$ cat src/cfe_defines.svh
`ifndef CFE_DEFINES_SVH
`define CFE_DEFINES_SVH

// width of every line and pixel counter, covers 1023 lines by 1023 clocks
`define CFE_CNT_W        10
// highest value a capture counter reaches before it saturates
`define CFE_CNT_MAX      10'h3ff
// reset value of all counters
`define CFE_CNT_RST      10'h000
// default length of the generated horizontal sync pulse, in pixel clocks
`define CFE_HSYNC_WIDTH  64
// pins that pass the synchroniser: clock, qualifier, luma, chroma, hs, vs, field
`define CFE_PIN_W        21

`endif

$ cat src/cfe_pkg.sv
`include "cfe_defines.svh"

package cfe_pkg;

    typedef logic [`CFE_CNT_W-1:0] cfe_cnt_t;

    // one captured 4:2:2 sample
    typedef struct packed {
        logic [7:0] luma;
        logic [7:0] chroma;
    } cfe_pixel_s;

    // active window of the incoming video
    typedef struct packed {
        cfe_cnt_t firstLineCount;
        cfe_cnt_t lastLineCount;
        cfe_cnt_t firstPixelCount;
        cfe_cnt_t lastPixelCount;
    } cfe_window_s;

    // timing of the generated syncs
    typedef struct packed {
        cfe_cnt_t linesPerFrameTotal;
        cfe_cnt_t clocksPerLineTotal;
        cfe_cnt_t vsyncPulseLines;
        cfe_cnt_t hsyncStart;
    } cfe_timing_s;

endpackage

$ cat src/cfe_sync.sv
`timescale 1ns/1ns

module cfe_sync #(
    parameter int WIDTH = 1
) (
    input  wire logic             clk_sys,
    input  wire logic             rst_n,
    input  wire logic             ce,
    input  wire logic [WIDTH-1:0] d,
    output logic      [WIDTH-1:0] q
);

    logic [WIDTH-1:0] stage1;

    if (WIDTH < 1) begin : gBadWidth
        $error("cfe_sync needs at least one bit");
    end

    // two flops per bit; stage1 feeds nothing but q
    always_ff @(posedge clk_sys) begin
        if (!rst_n) begin
            stage1 <= '0;
            q      <= '0;
        end else if (ce) begin
            stage1 <= d;
            q      <= stage1;
        end
    end

endmodule

$ cat src/cfe_capture_front_end.sv
// Contract
// capture bus on every other pixel clock rise
// qualifier polarity selects which rising edge captures
// field source: field pin or hsync/vsync relation
// top select sets field pin top level
// hsync level at vsync edge gives field
// lines counted from vsync edge, start to end
// pixels counted from hsync edge, start to end
// hsync edge select and generated hsync polarity
// vsync edge select and generated vsync polarity
// ten bit counters cover 1023 by 1023
// generator enable drives both syncs out
// generated frame holds frame total lines
// generated line lasts line total clocks
// vsync pulse lasts vsync size lines
// hsync asserts at hsync start position
// sync outputs change on qualified falling edges
// odd field vsync edges mid inactive hsync
// even field vsync edges mid active hsync
// only in-window samples forwarded with valid
`timescale 1ns/1ns
`include "cfe_defines.svh"

module cfe_capture_front_end #(
    parameter int HSYNC_WIDTH = `CFE_HSYNC_WIDTH
) (
    input  wire logic                clk_sys,
    input  wire logic                rst_n,
    input  wire logic                ce,
    input  wire logic                doubleRatePixelClock,
    input  wire logic                phaseQualifierClock,
    input  wire logic [7:0]          lumaIn,
    input  wire logic [7:0]          chromaIn,
    input  wire logic                hsyncIn,
    input  wire logic                vsyncIn,
    input  wire logic                fieldIdInput,
    input  wire logic                qualifierPolaritySel,
    input  wire logic                useExternalFieldSel,
    input  wire logic                topFieldLevelSel,
    input  wire logic                hsyncNegativeEdgeSel,
    input  wire logic                vsyncNegativeEdgeSel,
    input  wire logic                syncGeneratorEnable,
    input  wire cfe_pkg::cfe_window_s window,
    input  wire cfe_pkg::cfe_timing_s timing,
    output cfe_pkg::cfe_pixel_s      pixelOut,
    output logic                     pixelValid,
    output logic                     fieldTop,
    output cfe_pkg::cfe_cnt_t        lineCount,
    output cfe_pkg::cfe_cnt_t        pixelCount,
    output logic                     hsyncOut,
    output logic                     hsyncOe,
    output logic                     vsyncOut,
    output logic                     vsyncOe,
    output logic                     genFieldEven
);
    import cfe_pkg::*;

    localparam int W = `CFE_CNT_W;
    localparam int E = `CFE_CNT_W + 1;
    localparam logic [W-1:0] HSW = W'(HSYNC_WIDTH);
    localparam logic [W-1:0] CNT_MAX = `CFE_CNT_MAX;

    // the pulse must fit inside a line of the widest format
    if (HSYNC_WIDTH < 1 || HSYNC_WIDTH > 1022) begin : gBadHsw
        $error("HSYNC_WIDTH must lie between 1 and 1022");
    end

    // ------------------------------------------------------------------
    // pin synchronisation: every pin, the two video clocks included,
    // passes two flops so that all of them arrive with the same delay
    // ------------------------------------------------------------------
    logic [`CFE_PIN_W-1:0] pinRaw;
    logic [`CFE_PIN_W-1:0] pinSync;

    assign pinRaw = {doubleRatePixelClock, phaseQualifierClock, lumaIn, chromaIn,
                     hsyncIn, vsyncIn, fieldIdInput};

    cfe_sync #(
        .WIDTH (`CFE_PIN_W)
    ) uPinSync (
        .clk_sys (clk_sys),
        .rst_n   (rst_n),
        .ce      (ce),
        .d       (pinRaw),
        .q       (pinSync)
    );

    wire       dblS    = pinSync[20];
    wire       qualS   = pinSync[19];
    wire [7:0] lumaS   = pinSync[18:11];
    wire [7:0] chromaS = pinSync[10:3];
    wire       hsS     = pinSync[2];
    wire       vsS     = pinSync[1];
    wire       fiS     = pinSync[0];

    // ------------------------------------------------------------------
    // edge finding on the sampled double-rate clock
    // ------------------------------------------------------------------
    logic dblPrev;

    always_ff @(posedge clk_sys) begin
        if (!rst_n) begin
            dblPrev <= 1'b0;
        end else if (ce) begin
            dblPrev <= dblS;
        end
    end

    wire dblRise    = dblS & ~dblPrev;
    wire dblFall    = ~dblS & dblPrev;
    // only one rise in two is used; the qualifier level picks it
    wire qualMatch  = (qualS == qualifierPolaritySel);
    wire sampleTick = dblRise & qualMatch;
    // the falling edge before a used rise sees the same qualifier level
    wire genTick    = dblFall & qualMatch;

    // ------------------------------------------------------------------
    // capture side: sync edges, counters, field and window
    // ------------------------------------------------------------------
    logic     hsPrev;
    logic     vsPrev;
    logic     internalTop;
    cfe_cnt_t capPix;
    cfe_cnt_t capLine;

    // active edge chosen by the edge selects
    wire hsEdge = hsyncNegativeEdgeSel ? (hsPrev & ~hsS) : (~hsPrev & hsS);
    wire vsEdge = vsyncNegativeEdgeSel ? (vsPrev & ~vsS) : (~vsPrev & vsS);

    // counts saturate so a missing sync cannot wrap back into the window
    wire [W-1:0] pixInc  = (capPix == CNT_MAX) ? CNT_MAX : capPix + W'(1);
    wire [W-1:0] lineInc = (capLine == CNT_MAX) ? CNT_MAX : capLine + W'(1);

    // counts that belong to the sample taken in this cycle
    wire [W-1:0] next_capPix  = hsEdge ? '0 : pixInc;
    wire [W-1:0] next_capLine = vsEdge ? '0 : (hsEdge ? lineInc : capLine);

    // hsync level caught at the vsync edge names the field
    wire next_internalTop = vsEdge ? (hsS == topFieldLevelSel) : internalTop;
    wire externalTop      = (fiS == topFieldLevelSel);
    wire curTop           = useExternalFieldSel ? externalTop : next_internalTop;

    // window is inclusive at both ends
    wire lineInWin = (next_capLine >= window.firstLineCount) &&
                     (next_capLine <= window.lastLineCount);
    wire pixInWin  = (next_capPix >= window.firstPixelCount) &&
                     (next_capPix <= window.lastPixelCount);
    wire inWindow  = lineInWin & pixInWin;

    // capture state only moves on a qualified rise
    always_ff @(posedge clk_sys) begin
        if (!rst_n) begin
            hsPrev      <= 1'b0;
            vsPrev      <= 1'b0;
            capPix      <= `CFE_CNT_RST;
            capLine     <= `CFE_CNT_RST;
            internalTop <= 1'b0;
        end else if (ce && sampleTick) begin
            hsPrev      <= hsS;
            vsPrev      <= vsS;
            capPix      <= next_capPix;
            capLine     <= next_capLine;
            internalTop <= next_internalTop;
        end
    end

    // outputs to the pipeline; valid is a one-cycle strobe per kept sample
    always_ff @(posedge clk_sys) begin
        if (!rst_n) begin
            pixelOut   <= '0;
            pixelValid <= 1'b0;
            fieldTop   <= 1'b0;
            lineCount  <= `CFE_CNT_RST;
            pixelCount <= `CFE_CNT_RST;
        end else if (ce) begin
            pixelValid <= sampleTick & inWindow;
            if (sampleTick) begin
                pixelOut   <= '{luma: lumaS, chroma: chromaS};
                fieldTop   <= curTop;
                lineCount  <= next_capLine;
                pixelCount <= next_capPix;
            end
        end
    end

    // ------------------------------------------------------------------
    // sync generator
    // ------------------------------------------------------------------
    cfe_cnt_t genPix;
    cfe_cnt_t genLine;
    logic     hsAct;
    logic     vsAct;
    logic     evenField;

    wire [W-1:0] clocksTot = timing.clocksPerLineTotal;
    wire [W-1:0] linesTot  = timing.linesPerFrameTotal;
    wire [W-1:0] hsStart   = timing.hsyncStart;
    wire [W-1:0] vsLines   = timing.vsyncPulseLines;

    // wrap at total-1; a total of 0 or 1 pins the counter at 0
    wire pixWrap  = (E'(genPix) + E'(1)) >= E'(clocksTot);
    wire lineWrap = (E'(genLine) + E'(1)) >= E'(linesTot);

    wire [W-1:0] next_genPix  = pixWrap ? '0 : genPix + W'(1);
    wire [W-1:0] next_genLine = pixWrap ? (lineWrap ? '0 : genLine + W'(1))
                                        : genLine;

    // distance past the hsync start, taken modulo the line length
    wire [E-1:0] hsOffset = (next_genPix >= hsStart)
                          ? E'(next_genPix) - E'(hsStart)
                          : E'(next_genPix) + E'(clocksTot) - E'(hsStart);
    wire next_hsAct = hsOffset < E'(HSW);

    // middle of the inactive part: after the pulse plus half the remainder;
    // a line shorter than the pulse gives a meaningless position
    wire [E-1:0] midOddRaw  = E'(hsStart) + E'(HSW) + ((E'(clocksTot) - E'(HSW)) >> 1);
    wire [E-1:0] midEvenRaw = E'(hsStart) + E'(HSW >> 1);
    wire [W-1:0] midOdd  = (midOddRaw >= E'(clocksTot))
                         ? W'(midOddRaw - E'(clocksTot)) : W'(midOddRaw);
    wire [W-1:0] midEven = (midEvenRaw >= E'(clocksTot))
                         ? W'(midEvenRaw - E'(clocksTot)) : W'(midEvenRaw);

    // odd field starts on line 0, even field half a frame later
    wire [W-1:0] halfLine = linesTot >> 1;
    wire oddSet   = (next_genLine == '0) && (next_genPix == midOdd);
    wire oddClr   = (E'(next_genLine) == E'(vsLines)) &&
                    (next_genPix == midOdd);
    wire evenSet  = (next_genLine == halfLine) && (next_genPix == midEven);
    wire evenClr  = (E'(next_genLine) == E'(halfLine) + E'(vsLines)) &&
                    (next_genPix == midEven);

    // clear first, so a zero-line pulse size gives no pulse at all
    wire next_vsAct = (oddClr | evenClr) ? 1'b0
                    : ((oddSet | evenSet) ? 1'b1 : vsAct);
    wire next_evenField = evenSet ? 1'b1 : (oddSet ? 1'b0 : evenField);

    // counters run only while the generator is enabled, and restart from 0
    always_ff @(posedge clk_sys) begin
        if (!rst_n) begin
            genPix    <= `CFE_CNT_RST;
            genLine   <= `CFE_CNT_RST;
            hsAct     <= 1'b0;
            vsAct     <= 1'b0;
            evenField <= 1'b0;
        end else if (ce) begin
            if (!syncGeneratorEnable) begin
                genPix    <= `CFE_CNT_RST;
                genLine   <= `CFE_CNT_RST;
                hsAct     <= 1'b0;
                vsAct     <= 1'b0;
                evenField <= 1'b0;
            end else if (genTick) begin
                genPix    <= next_genPix;
                genLine   <= next_genLine;
                hsAct     <= next_hsAct;
                vsAct     <= next_vsAct;
                evenField <= next_evenField;
            end
        end
    end

    // pin drivers; an edge select of 1 makes the pulse active low
    always_ff @(posedge clk_sys) begin
        if (!rst_n) begin
            hsyncOut     <= 1'b0;
            vsyncOut     <= 1'b0;
            hsyncOe      <= 1'b0;
            vsyncOe      <= 1'b0;
            genFieldEven <= 1'b0;
        end else if (ce) begin
            hsyncOe      <= syncGeneratorEnable;
            vsyncOe      <= syncGeneratorEnable;
            genFieldEven <= evenField;
            if (!syncGeneratorEnable) begin
                hsyncOut <= hsyncNegativeEdgeSel;
                vsyncOut <= vsyncNegativeEdgeSel;
            end else if (genTick) begin
                hsyncOut <= next_hsAct ^ hsyncNegativeEdgeSel;
                vsyncOut <= next_vsAct ^ vsyncNegativeEdgeSel;
            end
        end
    end

endmodule

$ cat config.mk
export PLATFORM = sky130hd
export DESIGN_NAME = cfe_capture_front_end
export DESIGN_NICKNAME = d
export VERILOG_FILES = /design/src/cfe_pkg.sv /design/src/cfe_sync.sv /design/src/cfe_capture_front_end.sv
export VERILOG_INCLUDE_DIRS = /design/src
export SDC_FILE = /design/constraint.sdc
export NUM_CORES = 1
export LEC_CHECK = 0
export ABC_AREA = 1
export BUFFER_PORTS_ARGS = -buffer_cell sky130_fd_sc_hd__buf_2
export CAP_MARGIN = 10
export CORE_MARGIN = 3
export CORE_UTILIZATION = 50
export DETAILED_ROUTE_END_ITERATION = 7
export PLACE_DENSITY = 0.71
export SYNTH_ARGS = -nofsm -noshare
export SYNTH_HDL_FRONTEND = slang
export SYNTH_HIERARCHICAL = 1
export SYNTH_SLANG_ARGS = --single-unit
$ cat constraint.sdc
create_clock -name clk_sys -period 6.8 [get_ports clk_sys]
set_clock_uncertainty 0.05 [all_clocks]
set_input_delay 0.68 -clock clk_sys [delete_from_list [all_inputs] [get_ports clk_sys]]
set_output_delay 0.68 -clock clk_sys [all_outputs]
set_load 0.005 [all_outputs]
# == After elaboration in Yosys (flattened, before gate mapping) ==
# Cells that the tools add are included.
# word_totals
out_inout_bits,43
mem_count,0
input_bits,110
latchBits,0
elab_cells,122
mem_bits_ro,0
register_bits,130
ramBits,0
# op_classes
eq_ne,12
add_sub_neg,16
magnitude_cmp,10
shift,0
n_reduce_logical,11
mul,0
bitwise_logic,20
n_div,0
mux,31
# ops
operator,n
10-bit 2-to-1 mux,14
11-bit by 10-bit >= comparator with 1-bit output,4
"10-bit by 1-bit adder with 10-bit output, second input constant",4
10-bit equality test,3
10-bit >= comparator,3
"10-bit by 1-bit adder with 11-bit output, second input constant",2
"10-bit equality test, second input constant",2
10-bit less-or-equal comparator,2
10-bit subtractor,2
1-bit 2-to-1 mux,16
10-bit by 10-bit adder with 11-bit output,1
"10-bit by 6-bit adder with 11-bit output, second input constant",1
"10-bit by 7-bit adder with 11-bit output, second input constant",1
11-bit by 10-bit adder with 11-bit output,1
9-bit by 10-bit adder with 11-bit output,1
10-bit by 11-bit equality test with 1-bit output,1
"11-bit by 7-bit less-than comparator with 1-bit output, second input constant",1
11-bit 2-to-1 mux,1
10-bit by 10-bit subtractor with 11-bit output,1
"10-bit by 7-bit subtractor with 11-bit output, second input constant",1
11-bit by 10-bit subtractor with 11-bit output,1
1-bit AND,10
10-bit by 9-bit equality test with 1-bit output,1
10-bit logical NOT,1
other kinds (9),25

# == Depth between registers and ports, before layout ==
# Gate-level depths: netlist of the first run.
# logic_depth
depth_word,12
ltp_mapped,39
depth_no_buf,38

# == Cells and area by module ==
# Netlist of the first run, hierarchy kept.
# modules_own_cells
mod,area_each_um2,seq_area_each_um2,cells_per_inst,n_inst
cfe_capture_front_end,9805.7,1361.3,1617,1
cfe_sync,1709.1,840.8,266,1

# == Worst setup path before layout of the first run ==
# OpenSTA, ideal clock, no wires.
# synth_timing
path_kind,reg-to-reg
from,reg genPix[0]
to,reg hsyncOut
slack_ps,2208
arrival_time_ps,4434
stages_incl_launch_ff,36
path_buffers,1
period_less_slack_ps,4592
required_ps,6641
setup_time_ps,109
cell_sequence,dfxtp_1 -> ha_1 -> nand2_1 -> inv_1 -> nand2_1 -> xor2_1 -> inv_1 -> ha_1 -> nand2_1 -> nand2_1 -> a21oi_1 -> nand2_1 -> nand2_1 -> nand2_1 -> nand2_1 -> nand3_2 -> inv_4 -> buf_6 -> nand2_1 -> fa_1 -> inv_1 -> ha_1 -> a21oi_1 -> o21ai_0 -> nand2_1 -> o2111ai_1 -> a21o_1 -> or2_2 -> nand3_1 -> nand3_1 -> nand2_1 -> inv_1 -> nand3_1 -> nand3_1 -> nand2_1 -> inv_1
# synth_via
elab_chain_len,10
elab_cells_between_ends,13
cone_classes,add/sub (5); order compare (3); mux (4); bitwise (1)
# synth_rtl
element,line,text
"start, declared",cfe_capture_front_end.sv:189,cfe_cnt_t genPix;
"start signal, assigned",cfe_capture_front_end.sv:240,genPix <= `CFE_CNT_RST;
"start signal, assigned",cfe_capture_front_end.sv:247,genPix <= `CFE_CNT_RST;
"start signal, assigned",cfe_capture_front_end.sv:253,genPix <= next_genPix;
10-bit by 1-bit adder with 11-bit output,cfe_capture_front_end.sv:201,wire pixWrap = (E'(genPix) + E'(1)) >= E'(clocksTot);
11-bit by 10-bit >= comparator with 1-bit output,cfe_capture_front_end.sv:201,
10-bit 2-to-1 mux (*),cfe_capture_front_end.sv:204,wire [W-1:0] next_genPix = pixWrap ? '0 : genPix + W'(1);
10-bit by 10-bit adder with 11-bit output,cfe_capture_front_end.sv:211,: E'(next_genPix) + E'(clocksTot) - E'(hsStart);
11-bit by 10-bit subtractor with 11-bit output,cfe_capture_front_end.sv:211,
11-bit 2-to-1 mux (*),cfe_capture_front_end.sv:210,? E'(next_genPix) - E'(hsStart)
11-bit by 7-bit less-than comparator with 1-bit output (*),cfe_capture_front_end.sv:212,wire next_hsAct = hsOffset < E'(HSW);
1-bit XOR (*),cfe_capture_front_end.sv:278,hsyncOut <= next_hsAct ^ hsyncNegativeEdgeSel;
1-bit 2-to-1 mux (*),cfe_capture_front_end.sv:277,end else if (genTick) begin
1-bit 2-to-1 mux (*),cfe_capture_front_end.sv:274,if (!syncGeneratorEnable) begin
"end signal, assigned",cfe_capture_front_end.sv:275,hsyncOut <= hsyncNegativeEdgeSel;
"end signal, assigned",cfe_capture_front_end.sv:278,
"end, declared",cfe_capture_front_end.sv:50,"output logic hsyncOut,"
# Mark *: on every way between the ends. The rest lies on a longest branch, timed or not. The select of a mux whose other input is x is not followed.
# A chain may end at the register's enable or synchronous reset.

# == Final worst setup path of the first run ==
# Same ends and word-level chain as after synthesis.

==> metrics.md, run 1 <==
| Metric | Value |
|---|---|
| Most used cell, CP | nand2_1 |
| CTS hold repair buffers | 0 |
| Area Growth Syn to Fin | 11.0% |
| Vias/cell | 5.18 |
| Vias post-DR | 11900 |
| Crit path DAT | 6.30 ns |
| Final Setup Violations | 0 |
| Pwr dens | 164 nW/um^2 |
| Asr flop ratio synth | 0 |
| Status | finished clean |
| Worst slew margin | 0.471 |
| CTS tree | built |
| VDD IR max | 125 uV |
| Total Wirelength | 32000 um |
| Post-cts repair resize count | 0 |
| Setup TNS | 0 ns |
| P_sw | 0.845 mW |
| Synth Flop Type | dfxtp_1 |
| Post-synthesis cell count | 1883 |
| Synth Register Bits | 110 |
| Top Ports | 153 |
| Nets | 2271 |
| Syn_area_per_cell | 6.12 sq um |
| Worst setup SP type | register |
| CP endpoint kind | register |
| Clock share of power | 0.266 |
| # DRC | 0 |
| CTS Buffer Depth | 2 |
| Unrepaired setup endpoints after global routing | no |
| Crit path buf inv count | 6 |
| Yosys cell types | 50 |
| Sw Ratio | 0.404 |
| Static Leak | 7.15 nW |
| Req. time, crit path | 7.01 ns |
| Largest net degree at the start of global routing | 90 |
| Core Box Area | 22200 sq um |
| Die Span Y | 158 um |
| Worst-path maximum fanout | 22 |
| Root Driver | clkbuf_16 |
| Crit path max-delay family | simple AND/OR/NAND/NOR gates |
| Clk_lat worst skew | 0.36 ns |
| # diodes | 0 |
| Critical path type | reg -> reg |
| Initial antenna violation count | 1 |
| Max incr delay on CP | 0.55 ns |
| Worst Tran Pin Value | 0.794 ns |
| Fin. Hold Viols | 0 |
| Worst hold path class | reg -> reg |
| First-pass GRT wire length | 53200 um |
| GRT Overall Usage | 0.260 |
| Share of cells above drive strength 1 | 0.111 |
| Synth Net Count | 2142 |
| Post-DRT Antenna Nets | 0 |
| Num rows | 54 |
| Final Cycle Share | 0.896 |
| Die area | 24900 sq um |
| Synth Cell Area | 11500 sq um |
| Peak Freq | 164 MHz |
| Minimum clock period | 6.09 ns |
| TritonRoute pass-1 iters | 5 |
| CTS Buf Count | 9 |
| Clock transition at the registers of the reported paths | 0.09 ns |
| Number of synthesized flops with an enable pin | 0 |
| Warnings, synthesis | 6 |
| Overflow after GRT | 0 |
| # Max-Cap Violations | 0 |
| DRC marker count from the first detailed-route iteration | 750 |
| Clock Sinks | 110 |
| Max-slew violations | 0 |
| Power share of the combinational group | 0.406 |
| Placer Congestion | 0.984 |
| Post-CTS Setup Repair Bufs | 0 |
| IO buf count | 152 |
| Post-DP HPWL | 26000 um |
| Vias in the first global route | 11100 |
| Slowest CP cell | fa_1 |
| Proportion of power drawn by flip-flops and latches | 0.328 |
| Horiz. Die Dim | 158 um |
| Register area share after synthesis | 0.191 |
| Cell Int Power | 1.25 mW |
| Power Total | 2.09 mW |
| Avg WL per Cell | 13.9 um |
| Starting Density | 0.518 |
| Max H-tree Level | 3 |
==> cell usage in the layout, fill, tap and decap left out, types with 4 or more instances in the layout <==
master	netlist	routed
dfxtp_1	110	110
nand3b_1	12	12
inv_2	6	6
inv_1	314	314
fa_1	13	13
o21a_1	7	7
nand3_2	5	5
or2_2	5	5
clkbuf_16	0	9
a21oi_1	116	116
nand2_1	510	510
nand4_1	22	22
xor2_1	44	44
a211oi_1	9	9
nor3_1	13	13
a21boi_0	4	4
ha_1	136	136
o21ai_0	66	66
nand3_1	121	121
xnor2_1	12	12
nor2_2	5	5
buf_4	6	5
nand2_4	6	6
a21o_1	5	5
buf_2	11	152
o211ai_1	11	11
nor2_1	246	246
o21bai_1	8	8
nand2_2	11	11
==> cell families after synthesis <==
family / count (synthesis) / share of synthesized area
xor+xnor: 56 / 0.0426
flops: 110 / 0.191
compound gates: 240 / 0.118
buf+inv: 362 / 0.123
simple gates: 966 / 0.354
fa+ha+maj: 149 / 0.170
==> state kept, by name, indices dropped and copies added, names as in the netlist, 10 cells and up <==
signal           flops
uPinSync/stage1     21
genLine             10
pixelOut            16
capLine             10
capPix              10
genPix              10
uPinSync/q          21
==> layer usage <==
layer | routed length (um) | share of wire | up-vias | GRT usage
li1 | - | - | 6192 | -
met1 | 14400 | 0.45 | 5348 | 0.338
met2 | 15000 | 0.47 | 315 | 0.450
met3 | 1990 | 0.062 | 39 | 0.0459
met4 | 626 | 0.020 | 2 | 0.0599
met5 | 7 | 0.00022 | - | 0
==> final timing paths <==
| path | from | endpoint | slack, ns | depth (start not counted) |
|---|---|---|---|---|
| setup reg to reg | genPix[0]$_SDFFE_PN0P_ | hsyncOut$_SDFFE_PN0P_ | 0.71 | 38 |
| setup / recovery | genPix[0]$_SDFFE_PN0P_ | hsyncOut$_SDFFE_PN0P_ | 0.71 | 38 |
| hold reg to reg | pixelValid$_SDFFE_PN0P_ | pixelValid$_SDFFE_PN0P_ | 0.42 | 2 |
| hold / removal | pixelValid$_SDFFE_PN0P_ | pixelValid$_SDFFE_PN0P_ | 0.42 | 2 |
==> power by group through the flow <==
| stage | combinational, mW | clock [mW] | sequential, mW |
|---|---|---|---|
| final | 0.849 | 0.558 | 0.686 |
| after global routing | 0.973 | 0.599 | 0.690 |
| after CTS | 0.839 | 0.571 | 0.686 |
| after detailed placement | 0.835 | 0 | 0.701 |
| after global placement | 0.838 | 0 | 0.701 |
| after floorplan | 0.616 | 0 | 0.698 |
==> cells in the mapped netlist (2+ instances only) <==
master     number  area (sq um)
nand2_1       510          1910
inv_1         314          1180
nor2_1        246           923
ha_1          136          1700
nand3_1       121           606
a21oi_1       116           581
dfxtp_1       110          2200
o21ai_0        66           330
xor2_1         44           385
nand4_1        22           138
clkbuf_1       15          56.3
fa_1           13           260
nor3_1         13          65.1
nand3b_1       12          90.1
xnor2_1        12           105
buf_2          11          55.1
nand2_2        11          68.8
o211ai_1       11          82.6
a211oi_1        9          67.6
o21bai_1        8          60.1
o21a_1          7          52.6
buf_4           6          45.0
inv_2           6          22.5
nand2_4         6          67.6
a21o_1          5          37.5
nand3_2         5          50.1
nor2_2          5          31.3
or2_2           5          31.3
a21boi_0        4          30.0
a31oi_1         3          18.8
and2_1          3          18.8
buf_1           3          11.3
buf_6           3          33.8
a31oi_2         2          25.0
clkinv_1        2          7.51
nor2_4          2          22.5
o2111ai_1       2          17.5
o21ai_2         2          17.5
==> tightest hold or removal path, cell delays in order, from the launching register on <==
cell and delay, ns:
dfxtp_1 0.32, nand2_1 0.06, a21oi_1 0.05
==> area by class of cell <==
| type | count | area (sq um) |
|---|---|---|
| clock inverter | 7 | 96.3 |
| timing repair buffer | 157 | 798 |
| multi-input combinational | 1411 | 7890 |
| sequential | 110 | 2200 |
| fill | 2269 | 9450 |
| tap | 280 | 350 |
| clock buffer | 9 | 225 |
| inverter | 323 | 1210 |
==> metrics by stage <==
| step | setup slack [ns] | cell area [sq um] | hold WS (ns) | utilization | instances |
|---|---|---|---|---|---|
| after floorplan | 2.21 | 11500 | 0.389 | - | 1883 |
| after detailed placement | 0.837 | 12500 | 0.405 | 0.560 | 2281 |
| after global placement | 0.933 | 12500 | 0.402 | 0.560 | 2281 |
| after CTS | 0.817 | 12800 | 0.419 | 0.575 | 2297 |
| final | 0.711 | 12800 | 0.418 | 0.575 | 2297 |
| after global routing | 0.199 | 12800 | 0.434 | 0.575 | 2297 |
Power figures use the tool's default switching activity.
==> run 2: changes to the inputs <==
- clock period: 6.8 -> 7.2 ns (I/O delays scaled with it)
==> run 2 against run 1 <==
Global-route usage is 0.54 points lower. Largest cell class unchanged. Critical path type unchanged. Flip-flop and latch count unchanged. Utilization decreased by 0.056 points. Sequential share of layout area is essentially flat. Die area is the same. Maximum frequency grew 1.9%. Worst setup slack better by 0.51 ns. Combinational power down 7.3%. Wire length down 0.18%. Final cell count did not move. Hold slack improved by 0.0017 ns.
==> metrics.md, run 2 (same netlist as run 1, synthesis figures left out) <==
| Metric | Value |
|---|---|
| CTS hold repair buffers | 0 (unchanged) |
| Hold Crit Depth | 2 (unchanged) |
| Placement Cell Area | 12500 sq um (unchanged) |
| Root Driver | clkbuf_16 |
| Reg-to-reg endpoint | hsyncOut$_SDFFE_PN0P_ |
| Pre-CTS setup slack | 1.30 ns (+0.462 ns) |
| Layout Utilization | 0.574 (about the same) |
| Horiz. Die Dim | 158 um (unchanged) |
| Crit path max-delay family | simple AND/OR/NAND/NOR gates |
| Max H-tree Level | 3 (unchanged) |
| Final Cycle Share | 0.830 (-0.0656) |
| Fin cells | 2297 (unchanged) |
| Post-cts repair resize count | 0 (unchanged) |
| Total Wirelength | 32000 um (-0.18%) |
| Post-DP HPWL | 25600 um (-1.5%) |
| Hold EP | pixelValid$_SDFFE_PN0P_ |
| Worst setup SP type | register |
| Static Leak | 7.15 nW (about the same) |
| CTS tree | built |
| Finished Cell Area | 12800 sq um (about the same) |
| IO buf count | 152 (unchanged) |
| Power Total | 1.94 mW (-7.1%) |
| Worst Tran Pin Value | 0.804 ns (+0.0105 ns) |
| Req. time, crit path | 7.41 ns (+0.40 ns) |
| Top Ports | 153 (unchanged) |
| Hold_ws | 0.419 ns (+0.00167 ns) |
| Post-CTS Setup Repair Bufs | 0 (unchanged) |
| # DRC | 0 (unchanged) |
| DRC marker count from the first detailed-route iteration | 709 (-5.5%) |
| Placer Congestion | 0.978 (-0.66%) |
| Num rows | 54 (unchanged) |
| Unrepaired setup endpoints after global routing | no |
| Crit path DAT | 6.18 ns (-0.12 ns) |
| Final Setup Violations | 0 (unchanged) |
| VDD IR max | 130 uV (+4.0%) |
| Setup TNS | 0 ns (unchanged) |
| # Max-Cap Violations | 0 (unchanged) |
| GRT Overall Usage | 0.255 (-0.00541) |
| Fin worst setup slack | 1.22 ns (+0.514 ns) |
| Worst-path maximum fanout | 22 (unchanged) |
| CP endpoint kind | register |
| TritonRoute pass-1 iters | 6 (+1) |
| Clock transition at the registers of the reported paths | 0.08 ns (about the same) |
| Nets | 2271 (unchanged) |
| Worst hold path class | reg -> reg |
| Vias/cell | 5.21 (+0.60%) |
| Crit path buf inv count | 6 (unchanged) |
| Core Box Area | 22200 sq um (unchanged) |
| Post-DRT Antenna Nets | 0 (unchanged) |
| Clk_lat worst skew | 0.36 ns (about the same) |
| Die Span Y | 158 um (unchanged) |
| First-pass GRT wire length | 52000 um (-2.3%) |
| Most frequent cells in the layout | nand2_1, inv_1, nor2_1 |
| Peak Freq | 167 MHz (+1.9%) |
| R2R Setup Slk | 1.22 ns (+0.51 ns) |
| CTS Buffer Depth | 2 (unchanged) |
| FF-to-FF path depth | 38 (unchanged) |
| Critical register-to-register path startpoint | genPix[0]$_SDFFE_PN0P_ |
| Share of cells above drive strength 1 | 0.111 (unchanged) |
| Critical path type | reg -> reg |
| Vias post-DR | 12000 (+0.60%) |
| Largest net degree at the start of global routing | 90 (unchanged) |
| Max incr delay on CP | 0.54 ns (about the same) |
| Avg WL per Cell | 13.9 um (-0.18%) |
| CTS Buf Count | 9 (unchanged) |
| Starting Density | 0.518 (unchanged) |
| Overflow after GRT | 0 (unchanged) |
| Clock Sinks | 110 (unchanged) |
| Status | finished clean |
| Worst slew margin | 0.464 (-0.00701) |
| Pwr dens | 152 nW/um^2 (-7.0%) |
| Area Growth Syn to Fin | 10.9% (about the same) |
| Die area | 24900 sq um (unchanged) |
| Initial antenna violation count | 1 (unchanged) |
| Biggest registers after layout | uPinSync/q x21, uPinSync/stage1 x21, pixelOut x16 |
| Minimum clock period | 5.98 ns (-0.114 ns) |
| Most common cell after layout, fill and taps aside | nand2_1 |
| # diodes | 0 (unchanged) |
| Vias in the first global route | 10900 (-2.5%) |
| Slowest CP cell | fa_1 |
| Min-delay src | pixelValid$_SDFFE_PN0P_ |
| Placed cells | 2281 (unchanged) |
| Max-slew violations | 0 (unchanged) |
| Fin. Hold Viols | 0 (unchanged) |
| Most used cell, CP | nand2_1 |
[run 2: cell types whose count changed in the layout (fill, tap and decap cells not counted), sizes merged]
cell    change
clkinv      +1
inv         -1
[run 2: routing by layer]
metal / vias up / global-route usage / share of wire
met5: - / 0 / 0.00041
met4: 2 / 0.0661 / 0.023
met3: 51 / 0.0522 / 0.069
met2: 315 / 0.430 / 0.46
met1: 5381 / 0.332 / 0.45
li1: 6218 / - / -
[run 2: cell type report]
class                   instances  area (sq um)
clock inverters                 7          83.8
fillers                      2210          9460
inverters                     323          1210
repair buffers                157           798
flip-flops and latches        110          2200
clock buffers                   9           225
well taps                     280           350
multi-input cells            1411          7890
[run 2: worst min-delay path: stages, from the launching register on]
cell,delay [ns]
dfxtp_1,0.31
nand2_1,0.06
a21oi_1,0.05
[run 2: how the worst max path moves through the flow]
stage                                  to                    from  cells after the start  slack (ns)
CTS                 hsyncOut$_SDFFE_PN0P_  genPix[0]$_SDFFE_PN0P_                     38        1.28
finish              hsyncOut$_SDFFE_PN0P_  genPix[0]$_SDFFE_PN0P_                     38        1.22
global route        hsyncOut$_SDFFE_PN0P_  genPix[0]$_SDFFE_PN0P_                     38        0.67
floorplan           hsyncOut$_SDFFE_PN0P_  genPix[0]$_SDFFE_PN0P_                     35        2.61
global placement    hsyncOut$_SDFFE_PN0P_  genPix[0]$_SDFFE_PN0P_                     34        1.49
detailed placement  hsyncOut$_SDFFE_PN0P_  genPix[0]$_SDFFE_PN0P_                     38        1.30
[run 2: power by group]
group | switching (mW) | total [mW] | internal (mW) | leakage (nW)
combinational | 0.498 | 0.787 | 0.289 | 6.10
sequential | 0.0154 | 0.648 | 0.633 | 0.899
clock | 0.260 | 0.510 | 0.250 | 0.150
